### src/duart_host_pkg.sv
// shared constants and types for the dual uart host port and strap logic
package duart_host_pkg;
  localparam int DATA_W = 8;
  localparam int ADDR_W = 3;
  localparam int NUM_REGS = 8;
  localparam int NUM_CHAN = 2;
  localparam int FIFO_DEPTH_DEF = 64;
  // register offsets inside one channel
  localparam logic [ADDR_W-1:0] REG_DATA = 3'h0;
  localparam logic [ADDR_W-1:0] REG_FEATURE = 3'h2;
  localparam logic [ADDR_W-1:0] REG_MODEM_CTRL = 3'h4;
  localparam logic [ADDR_W-1:0] REG_EXT_STATUS = 3'h6;
  localparam logic [DATA_W-1:0] REG_RESET_VAL = 8'h00;
  // field positions
  localparam int MCR_RTS_BIT = 1;
  localparam int MCR_PRESCALE_BIT = 7;
  localparam int FEATURE_CONTROL_REG_AUTO_DIR_BIT = 3;
  localparam int EXTENDED_MODEM_STATUS_REG_DIR_INV_BIT = 3;
  // prescaler divide ratios
  localparam int PRESCALE_DIV1 = 1;
  localparam int PRESCALE_DIV4 = 4;
  localparam logic [1:0] PRESCALE_LAST = 2'(PRESCALE_DIV4 - 1);
  // reset pulse qualification
  localparam int CLK_PERIOD_PS = 5000;
  localparam int RESET_MIN_NS = 40;
  localparam int RESET_MIN_CYCLES = (RESET_MIN_NS * 1000 + CLK_PERIOD_PS - 1) / CLK_PERIOD_PS;
  localparam logic [3:0] RESET_MIN_COUNT = 4'(RESET_MIN_CYCLES);

  typedef enum logic [1:0] {BUS_IDLE, BUS_READ, BUS_WRITE} bus_state_type;

  // every pin from the host side and the straps
  typedef struct packed {
    logic reset_pin;
    logic bus_style_sel;
    logic prescaler_strap;
    logic auto_direction_strap_n;
    logic host_read_strobe_n;
    logic host_write_strobe_n;
    logic host_rw_line;
    logic chan_a_select_n;
    logic chan_b_select_n;
    logic channel_address_bit;
    logic [ADDR_W-1:0] host_addr;
    logic [DATA_W-1:0] host_data;
  } host_pins_type;

  localparam host_pins_type PINS_IDLE = '{reset_pin: 1'b0, bus_style_sel: 1'b1, prescaler_strap: 1'b1,
    auto_direction_strap_n: 1'b1, host_read_strobe_n: 1'b1, host_write_strobe_n: 1'b1, host_rw_line: 1'b1,
    chan_a_select_n: 1'b1, chan_b_select_n: 1'b1, channel_address_bit: 1'b0, host_addr: 3'h0,
    host_data: 8'h00};

  // per channel signals from the serial core, same clock
  typedef struct packed {
    logic tx_serial;
    logic tx_shift_empty;
    logic tx_pop;
    logic rx_push;
    logic [DATA_W-1:0] rx_data;
  } chan_core_type;
endpackage

### src/duart_byte_fifo.sv
// byte fifo with a registered head stage
`timescale 1ns/1ps
`default_nettype none
module duart_byte_fifo #(
  parameter int WIDTH = 8,
  parameter int DEPTH = 64
) (
  input wire logic clk_sys,
  input wire logic rst,
  input wire logic push,
  input wire logic [WIDTH-1:0] push_data,
  input wire logic pop,
  output logic [WIDTH-1:0] head_data,
  output logic head_valid,
  output logic full,
  output logic empty
);
  localparam int MEM_DEPTH = DEPTH - 1;
  localparam int PTR_W = $clog2(MEM_DEPTH);
  localparam int CNT_W = $clog2(DEPTH);
  localparam logic [CNT_W-1:0] MEM_FULL = CNT_W'(MEM_DEPTH);
  localparam logic [PTR_W-1:0] PTR_LAST = PTR_W'(MEM_DEPTH - 1);

  logic [WIDTH-1:0] mem [0:MEM_DEPTH-1];
  logic [PTR_W-1:0] wr_ptr;
  logic [PTR_W-1:0] rd_ptr;
  logic [CNT_W-1:0] count;
  logic do_push;
  logic do_load;

  // the head stage plus the array give exactly DEPTH entries
  assign full = (count == MEM_FULL);
  assign empty = !head_valid && (count == '0);
  assign do_push = push && !full;
  assign do_load = (count != '0) && (!head_valid || pop);

  always_ff @(posedge clk_sys)
  begin
    if (do_push)
    begin
      mem[wr_ptr] <= push_data;
    end
  end

  always_ff @(posedge clk_sys)
  begin
    if (rst)
    begin
      wr_ptr <= '0;
      rd_ptr <= '0;
      count <= '0;
    end
    else
    begin
      if (do_push)
      begin
        wr_ptr <= (wr_ptr == PTR_LAST) ? '0 : wr_ptr + 1'b1;
      end
      if (do_load)
      begin
        rd_ptr <= (rd_ptr == PTR_LAST) ? '0 : rd_ptr + 1'b1;
      end
      count <= count + CNT_W'(do_push) - CNT_W'(do_load);
    end
  end

  always_ff @(posedge clk_sys)
  begin
    if (rst)
    begin
      head_valid <= 1'b0;
      head_data <= '0;
    end
    else if (do_load)
    begin
      head_valid <= 1'b1;
      head_data <= mem[rd_ptr];
    end
    else if (pop)
    begin
      head_valid <= 1'b0;
    end
  end
endmodule
`default_nettype wire

### src/duart_host_port.sv
// host port, straps, reset and rs-485 direction control of the dual uart
`timescale 1ns/1ps
`default_nettype none
module duart_host_port #(
  parameter int FIFO_DEPTH = duart_host_pkg::FIFO_DEPTH_DEF
) (
  input wire logic clk_sys,
  input wire logic rst,
  input wire duart_host_pkg::host_pins_type host_pins,
  input wire logic [duart_host_pkg::NUM_CHAN-1:0] rx_pin,
  input wire duart_host_pkg::chan_core_type [duart_host_pkg::NUM_CHAN-1:0] chan_core,
  output logic [duart_host_pkg::DATA_W-1:0] host_data_out,
  output logic host_data_oe_n,
  output logic device_in_reset,
  output logic [duart_host_pkg::NUM_CHAN-1:0] rts_n,
  output logic [duart_host_pkg::NUM_CHAN-1:0] tx_pin,
  output logic [duart_host_pkg::NUM_CHAN-1:0] rx_to_core,
  output logic [duart_host_pkg::NUM_CHAN-1:0] baud_tick,
  output logic [duart_host_pkg::NUM_CHAN-1:0] prescale_div4,
  output logic [duart_host_pkg::NUM_CHAN-1:0] tx_byte_valid,
  output logic [duart_host_pkg::NUM_CHAN-1:0][duart_host_pkg::DATA_W-1:0] tx_byte,
  output logic [duart_host_pkg::NUM_CHAN-1:0] rx_fifo_full
);
  import duart_host_pkg::*;

  localparam int PIN_W = $bits(host_pins_type) + NUM_CHAN;
  localparam logic [PIN_W-1:0] PIN_VEC_IDLE = {PINS_IDLE, {NUM_CHAN{1'b1}}};

  // three stage synchroniser; only stages two and three feed the filter
  logic [PIN_W-1:0] sync1;
  logic [PIN_W-1:0] sync2;
  logic [PIN_W-1:0] sync3;
  logic [PIN_W-1:0] pin_vec;
  host_pins_type pins;
  logic [NUM_CHAN-1:0] rx_sync;

  logic reset_level;
  logic [3:0] reset_count;
  logic strap_div4;

  bus_state_type bus_state;
  logic sel_any;
  logic [NUM_CHAN-1:0] sel;
  logic want_read;
  logic want_write;
  logic [NUM_CHAN-1:0] wr_sel;
  logic [ADDR_W-1:0] wr_addr;
  logic [DATA_W-1:0] wr_data;
  logic [NUM_CHAN-1:0] wr_pulse;
  logic [NUM_CHAN-1:0] rd_pulse;
  logic [ADDR_W-1:0] rd_addr;
  logic [NUM_CHAN-1:0][DATA_W-1:0] rd_data;
  logic rd_chan;

  always_ff @(posedge clk_sys)
  begin
    sync1 <= {host_pins, rx_pin};
    sync2 <= sync1;
    sync3 <= sync2;
  end

  // a bit changes only once stages two and three agree
  always_ff @(posedge clk_sys)
  begin
    if (rst)
    begin
      pin_vec <= PIN_VEC_IDLE;
    end
    else
    begin
      pin_vec <= (sync2 & ~(sync2 ^ sync3)) | (pin_vec & (sync2 ^ sync3));
    end
  end

  assign pins = pin_vec[PIN_W-1:NUM_CHAN];
  assign rx_sync = pin_vec[NUM_CHAN-1:0];

  // reset pin polarity follows the bus style
  assign reset_level = pins.bus_style_sel ? pins.reset_pin : !pins.reset_pin;

  // short glitches are not taken; the pin must stay active for the minimum width
  always_ff @(posedge clk_sys)
  begin
    if (rst || !reset_level)
    begin
      reset_count <= '0;
    end
    else if (reset_count != RESET_MIN_COUNT)
    begin
      reset_count <= reset_count + 1'b1;
    end
  end

  always_ff @(posedge clk_sys)
  begin
    device_in_reset <= rst || (reset_level && reset_count == RESET_MIN_COUNT);
  end

  // strap is caught while reset is held and frozen afterwards
  always_ff @(posedge clk_sys)
  begin
    if (device_in_reset)
    begin
      strap_div4 <= !pins.prescaler_strap;
    end
  end

  // decode of the two bus styles into select, read and write
  always_comb
  begin
    sel = '0;
    want_read = 1'b0;
    want_write = 1'b0;
    if (pins.bus_style_sel)
    begin
      sel[0] = !pins.chan_a_select_n;
      sel[1] = !pins.chan_b_select_n;
      want_read = !pins.host_read_strobe_n;
      want_write = !pins.host_write_strobe_n;
    end
    else
    begin
      sel[0] = !pins.chan_a_select_n && !pins.channel_address_bit;
      sel[1] = !pins.chan_a_select_n && pins.channel_address_bit;
      want_read = !pins.chan_a_select_n && pins.host_rw_line;
      want_write = !pins.chan_a_select_n && !pins.host_rw_line;
    end
  end

  assign sel_any = |sel;

  // bus sequencer: the strobes alone pace each access, the baud clock is not involved
  always_ff @(posedge clk_sys)
  begin
    if (device_in_reset)
    begin
      bus_state <= BUS_IDLE;
      wr_pulse <= '0;
      rd_pulse <= '0;
      wr_sel <= '0;
      wr_addr <= '0;
      wr_data <= '0;
      rd_addr <= '0;
      rd_chan <= 1'b0;
    end
    else
    begin
      wr_pulse <= '0;
      rd_pulse <= '0;
      case (bus_state)
        BUS_IDLE:
        begin
          if (sel_any && want_write)
          begin
            bus_state <= BUS_WRITE;
            wr_sel <= sel;
            wr_addr <= pins.host_addr;
            wr_data <= pins.host_data;
          end
          else if (sel_any && want_read)
          begin
            bus_state <= BUS_READ;
            rd_chan <= !sel[0];
            rd_addr <= pins.host_addr;
            rd_pulse <= sel[0] ? 2'b01 : 2'b10;
          end
        end
        BUS_WRITE:
        begin
          // data is taken at the end of the strobe, when it is surely settled
          if (sel_any && want_write)
          begin
            wr_sel <= sel;
            wr_addr <= pins.host_addr;
            wr_data <= pins.host_data;
          end
          else
          begin
            wr_pulse <= wr_sel;
            bus_state <= BUS_IDLE;
          end
        end
        BUS_READ:
        begin
          if (!(sel_any && want_read))
          begin
            bus_state <= BUS_IDLE;
          end
        end
        default:
        begin
          bus_state <= BUS_IDLE;
        end
      endcase
    end
  end

  // read data is captured on the clock edge that ends the read pulse and held to the end of the strobe
  always_ff @(posedge clk_sys)
  begin
    if (device_in_reset)
    begin
      host_data_out <= '0;
      host_data_oe_n <= 1'b1;
    end
    else
    begin
      if (|rd_pulse)
      begin
        host_data_out <= rd_data[rd_chan];
      end
      host_data_oe_n <= !(bus_state == BUS_READ && sel_any && want_read);
    end
  end

  genvar ch;
  generate
    for (ch = 0; ch < NUM_CHAN; ch++)
    begin : gen_chan
      logic [DATA_W-1:0] regs [0:NUM_REGS-1];
      logic mcr_written;
      logic auto_on;
      logic sending;
      logic tx_push;
      logic tx_empty;
      logic rx_head_valid;
      logic rx_full_now;
      logic [DATA_W-1:0] rx_head;
      logic [1:0] prescale_count;
      logic div4_now;

      assign tx_push = wr_pulse[ch] && wr_addr == REG_DATA;

      // each channel owns its registers and only its own write pulse reaches them
      always_ff @(posedge clk_sys)
      begin
        if (device_in_reset)
        begin
          for (int r = 0; r < NUM_REGS; r++)
          begin
            regs[r] <= REG_RESET_VAL;
          end
          mcr_written <= 1'b0;
        end
        else if (wr_pulse[ch] && wr_addr != REG_DATA)
        begin
          regs[wr_addr] <= wr_data;
          if (wr_addr == REG_MODEM_CTRL)
          begin
            mcr_written <= 1'b1;
          end
        end
      end

      assign rd_data[ch] = (rd_addr == REG_DATA) ? rx_head : regs[rd_addr];

      duart_byte_fifo #(
        .WIDTH(DATA_W),
        .DEPTH(FIFO_DEPTH)
      ) u_tx_fifo (
        .clk_sys(clk_sys),
        .rst(device_in_reset),
        .push(tx_push),
        .push_data(wr_data),
        .pop(chan_core[ch].tx_pop),
        .head_data(tx_byte[ch]),
        .head_valid(tx_byte_valid[ch]),
        .full(),
        .empty(tx_empty)
      );

      duart_byte_fifo #(
        .WIDTH(DATA_W),
        .DEPTH(FIFO_DEPTH)
      ) u_rx_fifo (
        .clk_sys(clk_sys),
        .rst(device_in_reset),
        .push(chan_core[ch].rx_push),
        .push_data(chan_core[ch].rx_data),
        .pop(rd_pulse[ch] && rd_addr == REG_DATA && rx_head_valid),
        .head_data(rx_head),
        .head_valid(rx_head_valid),
        .full(rx_full_now),
        .empty()
      );

      // the strap forces direction control; the feature bit only counts with the strap high
      assign auto_on = pins.auto_direction_strap_n ? regs[REG_FEATURE][FEATURE_CONTROL_REG_AUTO_DIR_BIT] : 1'b1;

      // a new byte wins over the end-of-frame clear in the same cycle
      always_ff @(posedge clk_sys)
      begin
        if (device_in_reset)
        begin
          sending <= 1'b0;
        end
        else if (tx_push)
        begin
          sending <= 1'b1;
        end
        else if (tx_empty && chan_core[ch].tx_shift_empty)
        begin
          sending <= 1'b0;
        end
      end

      always_ff @(posedge clk_sys)
      begin
        if (device_in_reset)
        begin
          rts_n[ch] <= 1'b1;
        end
        else if (auto_on)
        begin
          rts_n[ch] <= !sending ^ regs[REG_EXT_STATUS][EXTENDED_MODEM_STATUS_REG_DIR_INV_BIT];
        end
        else
        begin
          rts_n[ch] <= !regs[REG_MODEM_CTRL][MCR_RTS_BIT];
        end
      end

      // serial pins are parked while reset is held
      always_ff @(posedge clk_sys)
      begin
        if (device_in_reset)
        begin
          tx_pin[ch] <= 1'b1;
          rx_to_core[ch] <= 1'b1;
          rx_fifo_full[ch] <= 1'b0;
        end
        else
        begin
          tx_pin[ch] <= chan_core[ch].tx_serial;
          rx_to_core[ch] <= rx_sync[ch];
          // registered so the full flag leaves the block from a flop, one cycle late
          rx_fifo_full[ch] <= rx_full_now;
        end
      end

      assign div4_now = mcr_written ? regs[REG_MODEM_CTRL][MCR_PRESCALE_BIT] : strap_div4;

      // prescaler as an enable pulse: every cycle for divide by 1, every fourth otherwise
      always_ff @(posedge clk_sys)
      begin
        if (device_in_reset)
        begin
          prescale_count <= '0;
          baud_tick[ch] <= 1'b0;
          prescale_div4[ch] <= 1'b0;
        end
        else
        begin
          prescale_div4[ch] <= div4_now;
          prescale_count <= (prescale_count == PRESCALE_LAST) ? '0 : prescale_count + 1'b1;
          baud_tick[ch] <= div4_now ? (prescale_count == PRESCALE_LAST) : 1'b1;
        end
      end
    end
  endgenerate
endmodule
`default_nettype wire

### config.mk
export PLATFORM = sky130hd
export DESIGN_NAME = duart_host_port
export DESIGN_NICKNAME = d
export VERILOG_FILES = /design/src/duart_host_pkg.sv /design/src/duart_byte_fifo.sv /design/src/duart_host_port.sv
export SDC_FILE = /design/constraint.sdc
export NUM_CORES = 2
export LEC_CHECK = 0
export ABC_CLOCK_PERIOD_IN_PS = 9000
export BUFFER_PORTS_ARGS = -buffer_cell sky130_fd_sc_hd__clkbuf_2
export CAP_MARGIN = 10
export CORE_MARGIN = 2
export CORE_UTILIZATION = 40
export CTS_CLUSTER_DIAMETER = 60
export DETAILED_ROUTE_END_ITERATION = 6
export GPL_ROUTABILITY_DRIVEN = 0
export GPL_TIMING_DRIVEN = 0
export PLACE_DENSITY = 0.57
export SYNTH_ARGS = -nofsm -noshare
export SYNTH_HDL_FRONTEND = slang
export SYNTH_HIERARCHICAL = 1
export SYNTH_SLANG_ARGS = --single-unit
export TNS_END_PERCENT = 5
### constraint.sdc
create_clock -name clk_sys -period 9 [get_ports clk_sys]
set_clock_uncertainty 0.2 [all_clocks]
set_input_delay 0.45 -clock clk_sys [delete_from_list [all_inputs] [get_ports clk_sys]]
set_output_delay 0.45 -clock clk_sys [all_outputs]
set_load 0.005 [all_outputs]
==> impl_metrics.yaml <==
status:
  status: "finished, final reports clean"
clock_network:
  clock_latency_ps: 870
  cts_tree: "built"
  postCtsSetupRepairBufs: 0
  clock-sinks: 2405
  hold_buffers: 46
  htree_levels: 4
  cts_resized: 0
  cts_buffer_depth: 3
  cts.clk_slew.worst_paths_ps: 60
  root_buffer: "clkbuf_16"
  cts_inserted_buffers: 237
yosys:
  syn_area_um2: 94300
  netlist_instances: 5172
  syn_area_per_cell_um2: 18.2
  ys.warnings.count: 6
grt:
  overflow: 0
  grt_pass1_wl_mm: 358
  grt_pass1_vias: 50000
  grt_max_degree: 88
  grt_use_total_pct: 20.6
  antenna_found_initial: 3
placed_design:
  dp_hpwl_mm: 163
  port-buffer-count: 88
drt:
  wire_per_inst_um: 27.8
  drc: 0
  wl_mm: 249
  dr.first_iter.drc_count: 5866
  via_count: 50100
  dr.pass1.iters: 6
  avgViaCountPerCell: 5.59
  antenna_left: 0
timing:
  hold_violations: 0
  worst_pin_slew_ps: 1200
  rsz0062_at_grt: "no"
  fmax_ghz: 0.227
  maxSlewViolCount: 0
  slew_headroom_pct: 19.7
  fin_crit_sh_pct: 49.0
  finalSetupViolCount: 0
  post-route-min-period_ps: 4410
  fin_tns_setup_ps: 0
power_and_ir_drop:
  power_mw: 27.9
  ir_drop_v: 0.000190
  power_density_nw_per_um2: 259
  cellLeakagePower_nw: 36.0
die:
  die-area_um2: 240000
  die_x_um: 490
  fp-row-count: 178
  io_pins: 89
  start_util_pct: 40.1
  die_y_um: 490
  design.core.area_um2: 235000
finish:
  area_delta_synth_final_pct: 14.1
  layout.nets: 5720
  fill_cells: 20100
  layout-drive-gt1-share_pct: 18.9
hold_path:
  hold_depth: 1
  hold_path_end: "gen_chan[1].u_rx_fifo/mem[38][5]$_DFFE_PP_"
  hold_path_class: "in2reg"
  min_from: "chan_core[17]"
setup_path:
  cp_max_fo: 8
  critPathCaptureType: "flip-flop"
  worstPathCellList: "clkbuf_1 -> nor4b_1 -> buf_2 -> and2_1 -> clkbuf_1 -> inv_1 -> nor2_1 -> nand3_1 -> nor2_1"
  arrival_ps: 4700
  cpPeakStageDelay_ps: 920
  path_class: "reg2reg"
  r2r_cells: 9
  rrSetupSlack_ps: 4590
  timing.rr.start: "wr_addr[2]$_SDFFE_PP0P_"
  startpoint_type: "flip-flop"
  worstReg2RegEnd: "gen_chan[0].u_tx_fifo/mem[51][2]$_DFFE_PP_"
  cp_data_required_time_ps: 9290
  slowest_stage: "nor2_1"
flow_run:
  cap_violations: 0
==> metrics by stage <==
step | util, % | hold WS (ps) | instance area (um2) | std cells | worst slack, ps
6_report | 45.8 | 2.29 | 108000 | 8968 | 4590
3_5_place_dp | 42.2 | 114 | 99200 | 8442 | 4580
4_1_cts | 45.6 | 1.94 | 107000 | 8935 | 4560
5_1_grt | 45.8 | 4.15 | 108000 | 8965 | 4400
3_3_place_gp | 42.0 | 111 | 98800 | 8425 | 3860
2_1_floorplan | - | 110 | 94400 | 5187 | 6010
==> cells in the final DEF (no fill, tap or decap), types with 126 or more instances in the layout <==
cell type,count
clkbuf_1,225
nor2_1,427
mux2i_1,244
clkbuf_16,247
edfxtp_1,2145
nand2_1,176
and2_1,128
dfxtp_1,251
o21ai_0,126
mux4_2,442
==> metal layers <==
metal,part of all wire [%],GRT usage (%)
met1,42,28.6
met2,49,33.8
met3,7.0,3.72
met4,2.2,4.88
met5,0.0044,0
==> area by class of cell <==
class	count	area [um2]	share of cell area [%]
flip-flops and latches	2405	69600	64.7
multi-input cells	2427	23000	21.3
clock buffers	358	6800	6.31
well taps	3150	3940	3.66
repair buffers	181	1690	1.57
plain buffers	287	1570	1.46
clock inverters	89	764	0.710
inverters	68	255	0.237
diodes	3	7.51	0.00697
==> flip-flops by register name, indices dropped and copies added, names as in the netlist, 12 cells and up, named ones only <==
register	count
gen_chan.regs	128
gen_chan.u_rx_fifo/count	12
gen_chan.u_rx_fifo/head_data	16
gen_chan.u_rx_fifo/mem	1008
gen_chan.u_rx_fifo/rd_ptr	12
gen_chan.u_rx_fifo/wr_ptr	12
gen_chan.u_tx_fifo/count	12
gen_chan.u_tx_fifo/head_data	16
gen_chan.u_tx_fifo/mem	1008
gen_chan.u_tx_fifo/rd_ptr	12
gen_chan.u_tx_fifo/wr_ptr	12
sync1	23
sync2	23
sync3	23
==> worst max path at each step <==
| stage | from | end | slack (ps) | cells past startpoint |
|---|---|---|---|---|
| after floorplan | rd_addr[2]$_SDFFE_PP0P_ | gen_chan[0].u_rx_fifo/count[5]$_SDFF_PP0_ | 6010 | 16 |
| after global placement | wr_data[1]$_SDFFE_PP0P_ | gen_chan[1].u_tx_fifo/mem[22][1]$_DFFE_PP_ | 3860 | 0 |
| after detailed placement | wr_addr[2]$_SDFFE_PP0P_ | gen_chan[0].u_tx_fifo/mem[51][0]$_DFFE_PP_ | 4580 | 9 |
| after CTS | wr_addr[2]$_SDFFE_PP0P_ | gen_chan[0].u_tx_fifo/mem[51][2]$_DFFE_PP_ | 4560 | 9 |
| after global routing | wr_addr[2]$_SDFFE_PP0P_ | gen_chan[0].u_tx_fifo/mem[51][4]$_DFFE_PP_ | 4400 | 9 |
| final | wr_addr[2]$_SDFFE_PP0P_ | gen_chan[0].u_tx_fifo/mem[51][2]$_DFFE_PP_ | 4590 | 9 |
==> power breakdown <==
part	switching, mW	internal (mW)
sequential	0.208	12.3
clock	4.18	5.44
combinational	3.36	2.38
total	7.75	20.1
==> worst max-delay path: cells and delay by family (launching register included) <==
kind          cells  cell delay (ps)
buf+inv           4              850
flops             1              290
simple gates      5             2690
Power figures use the tool's default switching activity.
